$ cat src/common/ebh_defs.vh
`ifndef EBH_DEFS_VH
`define EBH_DEFS_VH

// Clock and timing
`define EBH_CLK_KHZ        25000
`define EBH_ACK_TMO_MS     50
`define EBH_DST_ACK_TMO_MS 950
`define EBH_DST_TMO_MS     1000

// Register byte offsets
`define EBH_OFS_CTRL   6'h00
`define EBH_OFS_CMD    6'h04
`define EBH_OFS_CMDARG 6'h08
`define EBH_OFS_TMOUT  6'h0C
`define EBH_OFS_BLKSIZ 6'h10
`define EBH_OFS_BYTCNT 6'h14
`define EBH_OFS_RINT   6'h18
`define EBH_OFS_IDSTS  6'h1C
`define EBH_OFS_WMARK  6'h20
`define EBH_OFS_STATUS 6'h24
`define EBH_OFS_DATA   6'h28
`define EBH_OFS_DBASE  6'h2C
`define EBH_OFS_DCOUNT 6'h30
`define EBH_OFS_DCLOSE 6'h34

// Control fields
`define EBH_CTRL_INT_EN  0
`define EBH_CTRL_USE_DMA 1

// Command word fields
`define EBH_CMD_START    31
`define EBH_CMD_DIS_BOOT 26
`define EBH_CMD_EXP_ACK  25
`define EBH_CMD_BOOT_EN  24
`define EBH_CMD_DATA_EXP 9

// Raw status fields
`define EBH_RINT_CMD_DONE  2
`define EBH_RINT_XFER_OVER 3
`define EBH_RINT_RX_REQ    4
`define EBH_RINT_RD_TMO    9
`define EBH_RINT_OVERRUN   11
`define EBH_RINT_START_ERR 13
`define EBH_RINT_END_ERR   15
`define EBH_RINT_ACK_RCVD  16
`define EBH_RINT_DATA_ST   17

// DMA status fields
`define EBH_IDS_RX_DONE   1
`define EBH_IDS_DESC_UNAV 4
`define EBH_IDS_CARD_ERR  5

// Reset values
`define EBH_CTRL_RST   2'h0
`define EBH_TMOUT_RST  24'hFFFFFF
`define EBH_BLKSIZ_RST 16'h0200
`define EBH_BYTCNT_RST 32'h00000200
`define EBH_WMARK_RST  5'h08

// Link framing and DMA buffer end
`define EBH_CMD_BITS   6'd48
`define EBH_CMD_BODY   6'd40
`define EBH_CMD_CRCEND 6'd47
`define EBH_CRC7_POLY  7'h09
`define EBH_ACK_PAT    3'h2
`define EBH_ACK_LAST   6'd3
`define EBH_DCRC_LAST  6'd16
`define EBH_DESC_LAST  9'h1FC

`endif

$ cat src/hw/ebh_sync.v
module ebh_sync #(
  parameter W = 2
) (
  // Clock and reset
  input  wire         clk,
  input  wire         rst,
  // Data
  input  wire [W-1:0] d,
  output reg  [W-1:0] q
);
  reg [W-1:0] meta_q;

  always @(posedge clk) begin
    if (rst) begin
      meta_q <= {W{1'b0}};
      q      <= {W{1'b0}};
    end else begin
      meta_q <= d;
      q      <= meta_q;
    end
  end
endmodule // ebh_sync

$ cat src/hw/ebh_ram.v
module ebh_ram #(
  parameter AW = 4,
  parameter DW = 32
) (
  // Clock
  input  wire          clk,
  // Write port
  input  wire          we,
  input  wire [AW-1:0] waddr,
  input  wire [DW-1:0] wdata,
  // Read port
  input  wire [AW-1:0] raddr,
  output reg  [DW-1:0] rdata
);
  reg [DW-1:0] mem [0:(1<<AW)-1];

  always @(posedge clk) begin
    if (we) begin
      mem[waddr] <= wdata;
    end
    rdata <= mem[raddr];
  end
endmodule // ebh_ram

$ cat src/hw/ebh_boot.v
// The Avalon-MM interface to the registers and the address map were chosen for this implementation.
`include "ebh_defs.vh"
module ebh_boot #(
  parameter [24:0] ACK_TMO_CYC     = `EBH_ACK_TMO_MS * `EBH_CLK_KHZ,
  parameter [24:0] DST_ACK_TMO_CYC = `EBH_DST_ACK_TMO_MS * `EBH_CLK_KHZ,
  parameter [24:0] DST_TMO_CYC     = `EBH_DST_TMO_MS * `EBH_CLK_KHZ
) (
  // Clock and reset
  input  wire        mclk,
  input  wire        sys_rst,
  // Avalon-MM slave
  input  wire [5:0]  avs_address,
  input  wire        avs_read,
  input  wire        avs_write,
  input  wire [31:0] avs_writedata,
  output reg  [31:0] avs_readdata,
  output reg         avs_waitrequest,
  // Card link
  input  wire        card_clk,
  input  wire        cmd_in,
  output reg         cmd_out,
  output reg         cmd_oe_n,
  input  wire        dat0_in,
  // DMA write to system memory
  output reg         dma_wr_valid,
  output reg  [31:0] dma_wr_addr,
  output reg  [31:0] dma_wr_data,
  input  wire        dma_wr_ready
);
  localparam S_IDLE = 3'h0;
  localparam S_CMD  = 3'h1;
  localparam S_WACK = 3'h2;
  localparam S_ACK  = 3'h3;
  localparam S_WST  = 3'h4;
  localparam S_DATA = 3'h5;
  localparam S_CRC  = 3'h6;

  // Register file
  reg [1:0]  ctrl_q;
  reg [31:0] cmd_q, cmdarg_q, bytcnt_q, dbase_q, rdmux;
  reg [23:0] tmout_q;
  reg [15:0] blksiz_q, dcount_q, dclosed_q;
  reg [17:0] rint_q, rint_set;
  reg [5:0]  ids_q, ids_set;
  reg [4:0]  wmark_q;
  reg [1:0]  ph_q;
  reg        cmd_go_q, drst_q;
  // Link state
  reg [2:0]  st_q;
  reg [5:0]  bit_q;
  reg [39:0] sr_q;
  reg [6:0]  crc_q;
  reg [2:0]  pat_q;
  reg [24:0] tmo_q;
  reg [23:0] acc_q;
  reg [18:0] blk_q;
  reg [31:0] rxb_q, word_q, push_data_q;
  reg [4:0]  wbit_q;
  reg        boot_q, exp_q, first_q, late_q, xend_q, push_q, cclk_p_q;
  reg        ev_done_q, ev_over_q, ev_rdtmo_q, ev_serr_q, ev_eerr_q;
  reg        ev_ack_q, ev_dst_q, ev_tmo_q;
  // FIFO and DMA
  reg [3:0]  wp_q, rp_q;
  reg [4:0]  lvl_q;
  reg [8:0]  off_q;
  reg        rxd_pend_q, ev_rxd_q, ev_unav_q;

  wire [1:0]  sync_q;
  wire [31:0] ram_rdata;
  wire        cclk_s   = sync_q[1];
  wire        dat0_s   = sync_q[0];
  wire        cclk_r   = cclk_s & ~cclk_p_q;
  wire        cclk_f   = ~cclk_s & cclk_p_q;
  wire        use_dma  = ctrl_q[`EBH_CTRL_USE_DMA];
  wire        acc_go   = (ph_q == 2'h2);
  wire        wr_go    = acc_go & avs_write;
  wire        push_ok  = push_q & (lvl_q != 5'h10);
  wire [4:0]  wm_eff   = (wmark_q == 5'h0) ? 5'h1 : wmark_q;
  wire        sw_pop   = acc_go & avs_read & (avs_address == `EBH_OFS_DATA)
                         & ~use_dma & (lvl_q != 5'h0);
  wire        dma_pop  = use_dma & ~dma_wr_valid & (lvl_q != 5'h0)
                         & ((lvl_q >= wm_eff) | xend_q);
  wire        pop      = sw_pop | dma_pop;
  wire [18:0] blk_last = {blksiz_q, 3'h0} - 19'h1;
  wire [24:0] dst_lim  = exp_q ? DST_ACK_TMO_CYC : DST_TMO_CYC;
  wire        desc_ok  = dclosed_q < dcount_q;

  ebh_sync #(.W(2)) u_sync (
    .clk (mclk),
    .rst (sys_rst),
    .d   ({card_clk, dat0_in}),
    .q   (sync_q)
  );

  ebh_ram #(.AW(4), .DW(32)) u_ram (
    .clk   (mclk),
    .we    (push_ok),
    .waddr (wp_q),
    .wdata (push_data_q),
    .raddr (rp_q),
    .rdata (ram_rdata)
  );

  // Flag set vectors; a set in the clearing cycle survives
  always @* begin
    rint_set = 18'h0;
    rint_set[`EBH_RINT_CMD_DONE]  = ev_done_q;
    rint_set[`EBH_RINT_XFER_OVER] = ev_over_q;
    rint_set[`EBH_RINT_RX_REQ]    = ~use_dma & (lvl_q >= wm_eff);
    rint_set[`EBH_RINT_RD_TMO]    = ev_rdtmo_q;
    rint_set[`EBH_RINT_OVERRUN]   = push_q & ~push_ok;
    rint_set[`EBH_RINT_START_ERR] = ev_serr_q;
    rint_set[`EBH_RINT_END_ERR]   = ev_eerr_q;
    rint_set[`EBH_RINT_ACK_RCVD]  = ev_ack_q;
    rint_set[`EBH_RINT_DATA_ST]   = ev_dst_q;
    ids_set = 6'h0;
    ids_set[`EBH_IDS_RX_DONE]   = ev_rxd_q;
    ids_set[`EBH_IDS_DESC_UNAV] = ev_unav_q;
    ids_set[`EBH_IDS_CARD_ERR]  = ev_tmo_q & use_dma;
  end

  always @* begin
    case (avs_address)
      `EBH_OFS_CTRL:   rdmux = {30'h0, ctrl_q};
      `EBH_OFS_CMD:    rdmux = {cmd_go_q | (st_q != S_IDLE), cmd_q[30:0]};
      `EBH_OFS_CMDARG: rdmux = cmdarg_q;
      `EBH_OFS_TMOUT:  rdmux = {8'h0, tmout_q};
      `EBH_OFS_BLKSIZ: rdmux = {16'h0, blksiz_q};
      `EBH_OFS_BYTCNT: rdmux = bytcnt_q;
      `EBH_OFS_RINT:   rdmux = {14'h0, rint_q};
      `EBH_OFS_IDSTS:  rdmux = {26'h0, ids_q};
      `EBH_OFS_WMARK:  rdmux = {27'h0, wmark_q};
      `EBH_OFS_STATUS: rdmux = {24'h0, lvl_q, st_q};
      `EBH_OFS_DATA:   rdmux = ram_rdata;
      `EBH_OFS_DBASE:  rdmux = dbase_q;
      `EBH_OFS_DCOUNT: rdmux = {16'h0, dcount_q};
      `EBH_OFS_DCLOSE: rdmux = {16'h0, dclosed_q};
      default:         rdmux = 32'h0;
    endcase
  end

  // Bus slave: two wait cycles give the FIFO read port time to settle
  always @(posedge mclk) begin
    if (sys_rst) begin
      ph_q <= 2'h0;
      avs_waitrequest <= 1'b1;
      avs_readdata <= 32'h0;
      ctrl_q <= `EBH_CTRL_RST;
      cmd_q <= 32'h0;
      cmdarg_q <= 32'h0;
      tmout_q <= `EBH_TMOUT_RST;
      blksiz_q <= `EBH_BLKSIZ_RST;
      bytcnt_q <= `EBH_BYTCNT_RST;
      wmark_q <= `EBH_WMARK_RST;
      dbase_q <= 32'h0;
      dcount_q <= 16'h0;
      rint_q <= 18'h0;
      ids_q <= 6'h0;
      cmd_go_q <= 1'b0;
      drst_q <= 1'b0;
    end else begin
      cmd_go_q <= 1'b0;
      drst_q <= 1'b0;
      if (ph_q == 2'h0 && (avs_read || avs_write)) begin
        ph_q <= 2'h1;
      end else if (ph_q == 2'h1) begin
        ph_q <= 2'h2;
        avs_waitrequest <= 1'b0;
        avs_readdata <= avs_read ? rdmux : 32'h0;
      end else if (ph_q == 2'h2) begin
        ph_q <= 2'h0;
        avs_waitrequest <= 1'b1;
      end
      if (wr_go) begin
        case (avs_address)
          `EBH_OFS_CTRL:   ctrl_q <= avs_writedata[1:0];
          `EBH_OFS_CMD: begin
            cmd_q <= avs_writedata;
            cmd_go_q <= avs_writedata[`EBH_CMD_START];
          end
          `EBH_OFS_CMDARG: cmdarg_q <= avs_writedata;
          `EBH_OFS_TMOUT:  tmout_q <= avs_writedata[23:0];
          `EBH_OFS_BLKSIZ: blksiz_q <= avs_writedata[15:0];
          `EBH_OFS_BYTCNT: bytcnt_q <= avs_writedata;
          `EBH_OFS_WMARK:  wmark_q <= avs_writedata[4:0];
          `EBH_OFS_DBASE:  dbase_q <= avs_writedata;
          `EBH_OFS_DCOUNT: begin
            dcount_q <= avs_writedata[15:0];
            drst_q <= 1'b1;
          end
          default: ;
        endcase
      end
      rint_q <= (rint_q & ~((wr_go && avs_address == `EBH_OFS_RINT) ?
                avs_writedata[17:0] : 18'h0)) | rint_set;
      ids_q <= (ids_q & ~((wr_go && avs_address == `EBH_OFS_IDSTS) ?
               avs_writedata[5:0] : 6'h0)) | ids_set;
    end
  end

  // Card link sequencer; a new command aborts whatever runs
  always @(posedge mclk) begin
    if (sys_rst) begin
      st_q <= S_IDLE;
      cclk_p_q <= 1'b0;
      cmd_out <= 1'b1;
      cmd_oe_n <= 1'b1;
      bit_q <= 6'h0;
      sr_q <= 40'h0;
      crc_q <= 7'h0;
      pat_q <= 3'h0;
      tmo_q <= 25'h0;
      acc_q <= 24'h0;
      blk_q <= 19'h0;
      rxb_q <= 32'h0;
      word_q <= 32'h0;
      wbit_q <= 5'h0;
      push_data_q <= 32'h0;
      {boot_q, exp_q, first_q, late_q, xend_q, push_q} <= 6'h0;
      {ev_done_q, ev_over_q, ev_rdtmo_q, ev_serr_q} <= 4'h0;
      {ev_eerr_q, ev_ack_q, ev_dst_q, ev_tmo_q} <= 4'h0;
    end else begin
      cclk_p_q <= cclk_s;
      {ev_done_q, ev_over_q, ev_rdtmo_q, ev_serr_q} <= 4'h0;
      {ev_eerr_q, ev_ack_q, ev_dst_q, ev_tmo_q, push_q} <= 5'h0;
      tmo_q <= tmo_q + 25'h1;
      if (cmd_go_q) begin
        st_q <= S_CMD;
        sr_q <= {2'b01, cmd_q[5:0], cmdarg_q};
        crc_q <= 7'h0;
        bit_q <= 6'h0;
        boot_q <= cmd_q[`EBH_CMD_BOOT_EN] & ~cmd_q[`EBH_CMD_DIS_BOOT];
        exp_q <= cmd_q[`EBH_CMD_EXP_ACK];
        tmo_q <= 25'h0;
        {rxb_q, blk_q, wbit_q} <= 56'h0;
        {first_q, late_q, xend_q} <= 3'b100;
      end else begin
        case (st_q)
          S_CMD: if (cclk_f) begin
            bit_q <= bit_q + 6'h1;
            cmd_oe_n <= 1'b0;
            if (bit_q == `EBH_CMD_BITS) begin
              cmd_oe_n <= 1'b1;
              cmd_out <= 1'b1;
              if (boot_q) begin
                st_q <= exp_q ? S_WACK : S_WST;
              end else begin
                st_q <= S_IDLE;
                ev_done_q <= 1'b1;
              end
            end else if (bit_q < `EBH_CMD_BODY) begin
              cmd_out <= sr_q[39];
              sr_q <= {sr_q[38:0], 1'b0};
              crc_q <= {crc_q[5:0], 1'b0} ^
                       ((sr_q[39] ^ crc_q[6]) ? `EBH_CRC7_POLY : 7'h0);
            end else if (bit_q < `EBH_CMD_CRCEND) begin
              cmd_out <= crc_q[6];
              crc_q <= {crc_q[5:0], 1'b0};
            end else begin
              cmd_out <= 1'b1;
            end
          end
          S_WACK: begin
            if (tmo_q == ACK_TMO_CYC) begin
              st_q <= S_IDLE;
              boot_q <= 1'b0;
              ev_tmo_q <= 1'b1;
            end else if (cclk_r && !dat0_s) begin
              st_q <= S_ACK;
              bit_q <= 6'h0;
            end
          end
          S_ACK: if (cclk_r) begin
            bit_q <= bit_q + 6'h1;
            pat_q <= {pat_q[1:0], dat0_s};
            if (bit_q == `EBH_ACK_LAST) begin
              ev_ack_q <= (pat_q == `EBH_ACK_PAT) & dat0_s;
              ev_eerr_q <= ~dat0_s;
              st_q <= S_WST;
              tmo_q <= 25'h0;
            end
          end
          S_WST: begin
            if (cclk_r) begin
              acc_q <= acc_q + 24'h1;
            end
            if (first_q && tmo_q == dst_lim) begin
              st_q <= S_IDLE;
              boot_q <= 1'b0;
              ev_tmo_q <= 1'b1;
            end else if (cclk_r && !dat0_s) begin
              st_q <= S_DATA;
              blk_q <= 19'h0;
              ev_dst_q <= first_q;
              ev_serr_q <= late_q;
              late_q <= 1'b0;
            end else if (!first_q && !late_q && acc_q == tmout_q) begin
              ev_rdtmo_q <= 1'b1;
              late_q <= 1'b1;
            end
          end
          S_DATA: if (cclk_r) begin
            word_q <= {word_q[30:0], dat0_s};
            wbit_q <= wbit_q + 5'h1;
            blk_q <= blk_q + 19'h1;
            if (wbit_q == 5'h1F) begin
              push_q <= 1'b1;
              push_data_q <= {word_q[30:0], dat0_s};
            end
            if (blk_q == blk_last) begin
              st_q <= S_CRC;
              bit_q <= 6'h0;
              rxb_q <= rxb_q + {16'h0, blksiz_q};
            end
          end
          S_CRC: if (cclk_r) begin
            bit_q <= bit_q + 6'h1;
            if (bit_q == `EBH_DCRC_LAST) begin
              ev_eerr_q <= ~dat0_s;
              if (rxb_q >= bytcnt_q) begin
                st_q <= S_IDLE;
                boot_q <= 1'b0;
                xend_q <= 1'b1;
                ev_done_q <= 1'b1;
                ev_over_q <= 1'b1;
              end else begin
                st_q <= S_WST;
                acc_q <= 24'h0;
                first_q <= 1'b0;
              end
            end
          end
          default: st_q <= S_IDLE;
        endcase
      end
    end
  end

  // Receive FIFO and descriptor DMA
  always @(posedge mclk) begin
    if (sys_rst) begin
      wp_q <= 4'h0;
      rp_q <= 4'h0;
      lvl_q <= 5'h0;
      off_q <= 9'h0;
      dclosed_q <= 16'h0;
      dma_wr_valid <= 1'b0;
      dma_wr_addr <= 32'h0;
      dma_wr_data <= 32'h0;
      {rxd_pend_q, ev_rxd_q, ev_unav_q} <= 3'h0;
    end else begin
      {ev_rxd_q, ev_unav_q} <= 2'h0;
      if (push_ok) begin
        wp_q <= wp_q + 4'h1;
      end
      if (pop) begin
        rp_q <= rp_q + 4'h1;
      end
      if (push_ok && !pop) begin
        lvl_q <= lvl_q + 5'h1;
      end else if (pop && !push_ok) begin
        lvl_q <= lvl_q - 5'h1;
      end
      if (dma_wr_valid && dma_wr_ready) begin
        dma_wr_valid <= 1'b0;
      end
      if (drst_q) begin
        dclosed_q <= 16'h0;
        off_q <= 9'h0;
      end else if (ev_tmo_q && use_dma && desc_ok) begin
        dclosed_q <= dclosed_q + 16'h1;
        off_q <= 9'h0;
      end else if (rxd_pend_q && lvl_q == 5'h0 && !dma_wr_valid && off_q != 9'h0) begin
        // Partly filled last buffer is handed back once the data is out
        dclosed_q <= dclosed_q + 16'h1;
        off_q <= 9'h0;
      end else if (dma_pop) begin
        if (desc_ok) begin
          dma_wr_valid <= 1'b1;
          dma_wr_addr <= dbase_q + {7'h0, dclosed_q, off_q};
          dma_wr_data <= ram_rdata;
          off_q <= off_q + 9'h4;
          if (off_q == `EBH_DESC_LAST) begin
            dclosed_q <= dclosed_q + 16'h1;
          end
        end else begin
          ev_unav_q <= 1'b1;
        end
      end
      if (cmd_go_q) begin
        rxd_pend_q <= 1'b0;
      end else if (ev_over_q && use_dma) begin
        rxd_pend_q <= 1'b1;
      end else if (rxd_pend_q && lvl_q == 5'h0 && !dma_wr_valid) begin
        rxd_pend_q <= 1'b0;
        ev_rxd_q <= 1'b1;
      end
    end
  end
endmodule // ebh_boot

$ cat config.mk
export PLATFORM = sky130hd
export DESIGN_NAME = ebh_boot
export DESIGN_NICKNAME = d
export VERILOG_FILES = /design/src/hw/ebh_sync.v /design/src/hw/ebh_ram.v /design/src/hw/ebh_boot.v
export VERILOG_INCLUDE_DIRS = /design/src /design/src/common
export SDC_FILE = /design/constraint.sdc
export NUM_CORES = 2
export LEC_CHECK = 0
export ABC_AREA = 0
export BUFFER_PORTS_ARGS = -buffer_cell sky130_fd_sc_hd__buf_2
export CORE_MARGIN = 2
export CORE_UTILIZATION = 45
export DETAILED_ROUTE_END_ITERATION = 8
export SETUP_SLACK_MARGIN = 0.3
export SYNTH_ARGS = -nofsm -noshare
export SYNTH_HDL_FRONTEND = slang
export SYNTH_HIERARCHICAL = 1
export SYNTH_SLANG_ARGS = --single-unit
$ cat constraint.sdc
create_clock -name mclk -period 9.35 [get_ports mclk]
set_input_delay 0.4675 -clock mclk [delete_from_list [all_inputs] [get_ports mclk]]
set_output_delay 0.4675 -clock mclk [all_outputs]
set_load 0.05 [all_outputs]
Word level (Yosys, flattened, before mapping) --
Memory sizes are Yosys's and may differ from the RTL's. A register that Yosys moved wholly into a read port is not among the register bits. Cells that the tools add are included. W data, S select, Z words.
Word-level totals: flip-flop bits (word level) 605, RAM bits 512, input bits 46, output and inout port bits 100, memories 1
Operators by class: add/subtract/negate cells 14, magnitude comparators 5, equality and inequality tests 64, multiplexer cells 110, bitwise operators 51, reduce and logical (&&, ||, !) cells 95
Memory list:
- u_ram.mem | depth 16, bits a word 32, read ports 1, clocked after Yosys merged registers in 1, write ports 1, line ebh_ram.v:15 | reg [DW-1:0] mem [0:(1<<AW)-1];
Operator list (number):
- $pmux W32 S14 | 1
- $mux W39 | 5
- $mux W24 | 4
- $mux W16 | 5
- $mux W25 | 3
- $mux W19 | 3
- $mux W1 | 48
- $pmux W24 S2 | 1
- $mux W3 | 15
- $eq A6 B6 Y1 const B | 7
- $mux W6 | 7
- $ne A3 B3 Y1 const B | 13
- $pmux W19 S2 | 1
- $add A32 B16 Y32 | 1
- $add A32 B25 Y32 | 1
- $ge A32 B32 Y1 | 1
- $mux W32 | 1
- $ne A2 B2 Y1 const B | 16
- $eq A6 B5 Y1 const B | 5
- $reduce_and A4 Y1 | 7
- $reduce_and A2 Y1 | 13
- $reduce_bool A2 Y1 | 13
- $add A25 B1 Y25 const B | 1
- $eq A25 B21 Y1 const B | 1
- other kinds (68) | 166

Longest topological paths before layout --
word-level depth 9, mapped depth 18, depth with buffers taken out 18

Modules after synthesis --
Netlist, hierarchy kept.
By module, submodules not included:
- ebh_boot | times used 1, cells an instance 3563, area an instance 28438.5 µm², sequential area each 11991.5 µm²
- ebh_ram | times used 1, cells an instance 838, area an instance 19854.0 µm², sequential area each 16015.4 µm²
- ebh_sync | times used 1, cells an instance 8, area an instance 105.1 µm², sequential area each 80.1 µm²

Worst setup path before layout --
OpenSTA, ideal clock, no wires.
path kind reg-to-reg, from register lvl_q[2], to memory u_ram.mem[0][0] (enable), arrival time 3696 ps, required time 8889 ps, setup slack 5193 ps, stages on the path, launching flop included 5, buffers on the path 0, period minus slack after synthesis 4157 ps, cell sequence dfxtp_1 > nor4_1 > a21boi_1 > or3b_2 > nor3_1
Between the ends: cells in the longest elaborated chain, start to end 4
Ends and longest elaborated chain:
- start, declared | line ebh_boot.v:64 | reg [4:0] lvl_q;
- start signal, assigned | line ebh_boot.v:360 | lvl_q <= lvl_q + 5'h1;
- start signal, assigned | line ebh_boot.v:362 | lvl_q <= lvl_q - 5'h1;
- $ne A5 B5 Y1 | line ebh_boot.v:77 | wire push_ok = push_q & (lvl_q != 5'h10);
- $and A1 B1 Y1 | line ebh_boot.v:77
- via push_ok | line ebh_boot.v:77
- $mux W1 | line ebh_ram.v:18 | if (we) begin
- $mux W1 (implied by the code) | line ebh_ram.v:19 | mem[waddr] <= wdata;
- end, declared | line ebh_ram.v:15
The timed path passes the listed nets, and every way through them passes these cells.

Worst setup path in the final report --
from register wmark_q[4], to register dma_wr_addr[6]
Between the ends: cells in the longest elaborated chain, start to end 6
Ends and longest elaborated chain:
- start, declared | line ebh_boot.v:45 | reg [4:0] wmark_q;
- start signal, assigned | line ebh_boot.v:154 | wmark_q <= `EBH_WMARK_RST;
- start signal, assigned | line ebh_boot.v:185 | `EBH_OFS_WMARK: wmark_q <= avs_writedata[4:0];
- $logic_not A5 Y1 | line ebh_boot.v:78 | wire [4:0] wm_eff = (wmark_q == 5'h0) ? 5'h1 : wmark_q;
- $mux W5 (*) | line ebh_boot.v:78
- $ge A5 B5 Y1 (*) | line ebh_boot.v:82 | & ((lvl_q >= wm_eff) | xend_q);
- $or A1 B1 Y1 (*) | line ebh_boot.v:82
- $and A1 B1 Y1 (*) | line ebh_boot.v:82
- $reduce_and A5 Y1 (no line) (*)
- end signal, assigned | line ebh_boot.v:380 | dma_wr_addr <= dbase_q + {7'h0, dclosed_q, off_q};
- end, declared | line ebh_boot.v:26 | output reg [31:0] dma_wr_addr,
Mark *: on every way between the ends. The rest lies on a longest branch, timed or not. A chain may end at the register's enable or synchronous reset.

==> flow_summary.toml <==
[sta]
slew_viol_final = 0
finalHoldViolations = 0
tightest_slew_ps = 1283
skew_ps = 59.14
setup_tns_ps = 0
period_share_pct = 46.16
setup_viol = 0
period_needed_ps = 4316
rsz0062_at_grt = "no"
slew_headroom_pct = 14.35
max_freq_mhz = 231.7

[run]
cap_violations = 0

[cts]
htreeDepth = 3
path_clk_slew_ps = 60
clock_path_buffers = 3
cts_made_buffers = 118
ctsRootBufferMaster = "clkbuf_16"
clkLatencyLatePin_ps = 730
cts.sinks = 1147
cts_tree = "built"

[global_route]
grt_pass1_vias = 33030
grt_pass1_wl_um = 211800
grt_remaining_overflow = 0
grt_max_degree = 159
antenna_found_initial = 13
grt_usage_pct = 25.45

[setup_path]
max_stage_delay_ps = 910
critPathCaptureType = "flop"
cp.arrival_ps = 4950
reg2reg_to = "dma_wr_addr[6]"
cp-startpoint = "wmark_q[4]"
crit_type = "flop to flop"
critPathBufInv = 2
slowest_stage = "nor4b_2"
start_kind = "flop"
endpoint = "dma_wr_addr[6]"
r2r_cells = 12
worst-path-stages = 12
rrSetupSlack_ps = 5030
cp_top_family = "simple AND/OR/NAND/NOR gates"
cp_max_fo = 60
worstPathCellList = "inv_1 -> a41o_1 -> ha_1 -> nand2b_1 -> a21o_1 -> a21oi_1 -> a211oi_1 -> nor4b_2 -> and2_2 -> buf_4 -> o21ai_0 -> a21oi_1"
worst_path_most_repeated_cell = "a21oi_1"
required_ps = 9990
worstReg2RegStart = "wmark_q[4]"

[routing]
drtIter0Drc = 4009
vias_per_cell = 5.902
route.met3.wl_um = 12750
wl_per_cell_um = 24.02
num_vias = 35310
dr_wl_met2_um = 63360
antenna_left = 0
drt_wl_total_um = 143700
highest_layer = "met5"
drc = 0
first_pass_iters = 8
wl_met1_um = 61330

[worst_hold_path]
hp-class = "input port to flop"
hold_path_depth = 3

[placement]
dp.cells = 5753
portBuffers = 144
dp_hpwl_um = 91640
gp_routability_congestion = 0.9343

[logic_synthesis]
yosys_warnings = 6
ys_seq_area_share_pct = 58.03
synthDistinctLibCells = 80
syn_nets = 4571
netlist_instances = 4409
avgSynthCellArea_um2 = 10.98
synth_flop_cell = "dfxtp_1"
synthArstFlopShare_pct = 0
syn-cell-area_um2 = 48400
synth_edf_count = 512
ys_seq_elements = 1147

[power_and_ir_drop]
irDropWorstVdd_v = 0.0001624
p_leak_uw = 0.01894
power_density_nw_per_um2 = 186.8

[floorplanning]
start_util_pct = 45.27
die_width_um = 332.0
num_rows = 120
die_height_um = 332.0
dieArea_um2 = 110200
core-area_um2 = 106900
pin_count = 146

[layout]
area_delta_synth_final_pct = 12.84
nets = 4638
drive_gt1_share_pct = 13.37
fin_cells = 5983

[status]
status = "finished, final reports clean"
==> repair_timing <==
item,in CTS,in global routing
hold endpoints to repair,11,0
resized for setup,0,0
setup endpoints to repair,0,0
buffers inserted,0,0
hold buffers,6,0
==> report_power, final <==
group	internal, uW	switching [uW]	total, uW
logic	42.9	145	188
registers	5200	11.4	5210
clock network	2770	2040	4810
total	8010	2200	10200
==> worst min-delay path: stages <==
cell,delay [ps]
buf_2,140
nand2_1,60
a21oi_1,50
==> kinds of logic (layout without fill, tap and decap cells) <==
kind of cell	after synthesis	after routing	synth area share [%]
mux	202	202	7.539
compound gates	894	894	11.56
other cells	0	4	0
buf+inv	376	543	3.115
fa+ha+maj	116	116	3.045
xor+xnor	150	150	2.715
simple gates	1524	1524	13.99
flops	1147	1147	58.03
==> placed cells by master (no fill, tap or decap), types with 29 or more instances in the layout <==
| master | instances |
|---|---|
| a21oi_1 | 473 |
| a222oi_1 | 39 |
| a22oi_1 | 104 |
| a31oi_1 | 31 |
| and3_1 | 50 |
| buf_2 | 143 |
| buf_4 | 68 |
| clkbuf_16 | 121 |
| clkinv_2 | 29 |
| dfxtp_1 | 632 |
| edfxtp_1 | 512 |
| ha_1 | 113 |
| inv_1 | 103 |
| mux2i_1 | 72 |
| mux4_2 | 130 |
| nand2_1 | 777 |
| nand3_1 | 70 |
| nand4_1 | 47 |
| nor2_1 | 322 |
| nor3_1 | 40 |
| o21ai_0 | 44 |
| o31ai_1 | 33 |
| or4_1 | 33 |
| xnor2_1 | 69 |
| xor2_1 | 81 |
==> worst min-delay path by stage <==
stage	startpoint	endpoint	slack, ps
after floorplan	ev_rxd_q	ids_q[1]	410
after global placement	u_sync/meta_q[0]	u_sync/q[0]	430
after detailed placement	u_sync/meta_q[1]	u_sync/q[1]	430
after CTS	avs_writedata[26]	dbase_q[26]	0.3
after global routing	avs_writedata[24]	cmdarg_q[24]	30
final	avs_writedata[26]	dbase_q[26]	40
==> cells in the mapped netlist, types with 51 or more instances <==
library cell,number,area [um2]
mux4_2,130,2928
a21oi_1,473,2367
dfxtp_1,635,12710
xnor2_1,69,604.3
inv_1,103,386.6
ha_1,113,1414
nand2_1,780,2928
nor2_1,339,1272
nand3_1,70,350.3
clkbuf_1,213,799.5
nor3_1,51,255.2
mux2i_1,72,720.7
xor2_1,81,709.4
a22oi_1,105,788.3
edfxtp_1,512,15370
==> flip-flops by register name, summed over array words and instances, names as in the netlist, 24 cells and up <==
| register | cells |
|---|---|
| dma_wr_data | 32 |
| tmout_q | 24 |
| dma_wr_addr | 32 |
| u_ram/mem | 512 |
| tmo_q | 25 |
| word_q | 31 |
| dbase_q | 32 |
| push_data_q | 32 |
| cmdarg_q | 32 |
| sr_q | 40 |
| cmd_q | 31 |
| avs_readdata | 32 |
| acc_q | 24 |
| rxb_q | 32 |
| bytcnt_q | 32 |
| u_ram/rdata | 32 |
==> layer usage <==
| layer | vias to the layer above | GRT usage, % |
|---|---|---|
| li1 | 16170 | - |
| met2 | 1479 | 38.43 |
| met1 | 17350 | 35.47 |
| met3 | 302 | 5.465 |
| met4 | 16 | 10.89 |
| met5 | - | 0 |
==> layout make-up <==
type	count	area (um2)
Timing Repair Buffer	219	1321
Tap cell	1403	1755
Clock buffer	164	3440
Fill cell	9488	52290
Antenna cell	4	10.01
Multi-Input combinational cell	2886	19020
Clock inverter	56	574.3
Inverter	104	390.4
Sequential cell	1147	28100
==> metrics by stage <==
step	hold WS, ps	setup WS, ps	total power [uW]	instance area (um2)	utilization, %
after floorplan	413.0	5193	5422	48400	-
after global placement	427.5	5165	5496	50530	47.26
after detailed placement	434.3	5123	5496	50530	47.26
after CTS	0.3216	5099	10270	54600	51.07
after global routing	27.19	4731	10480	54600	51.07
final	41.86	5034	10200	54610	51.08
(Power assumes the default switching activity.)
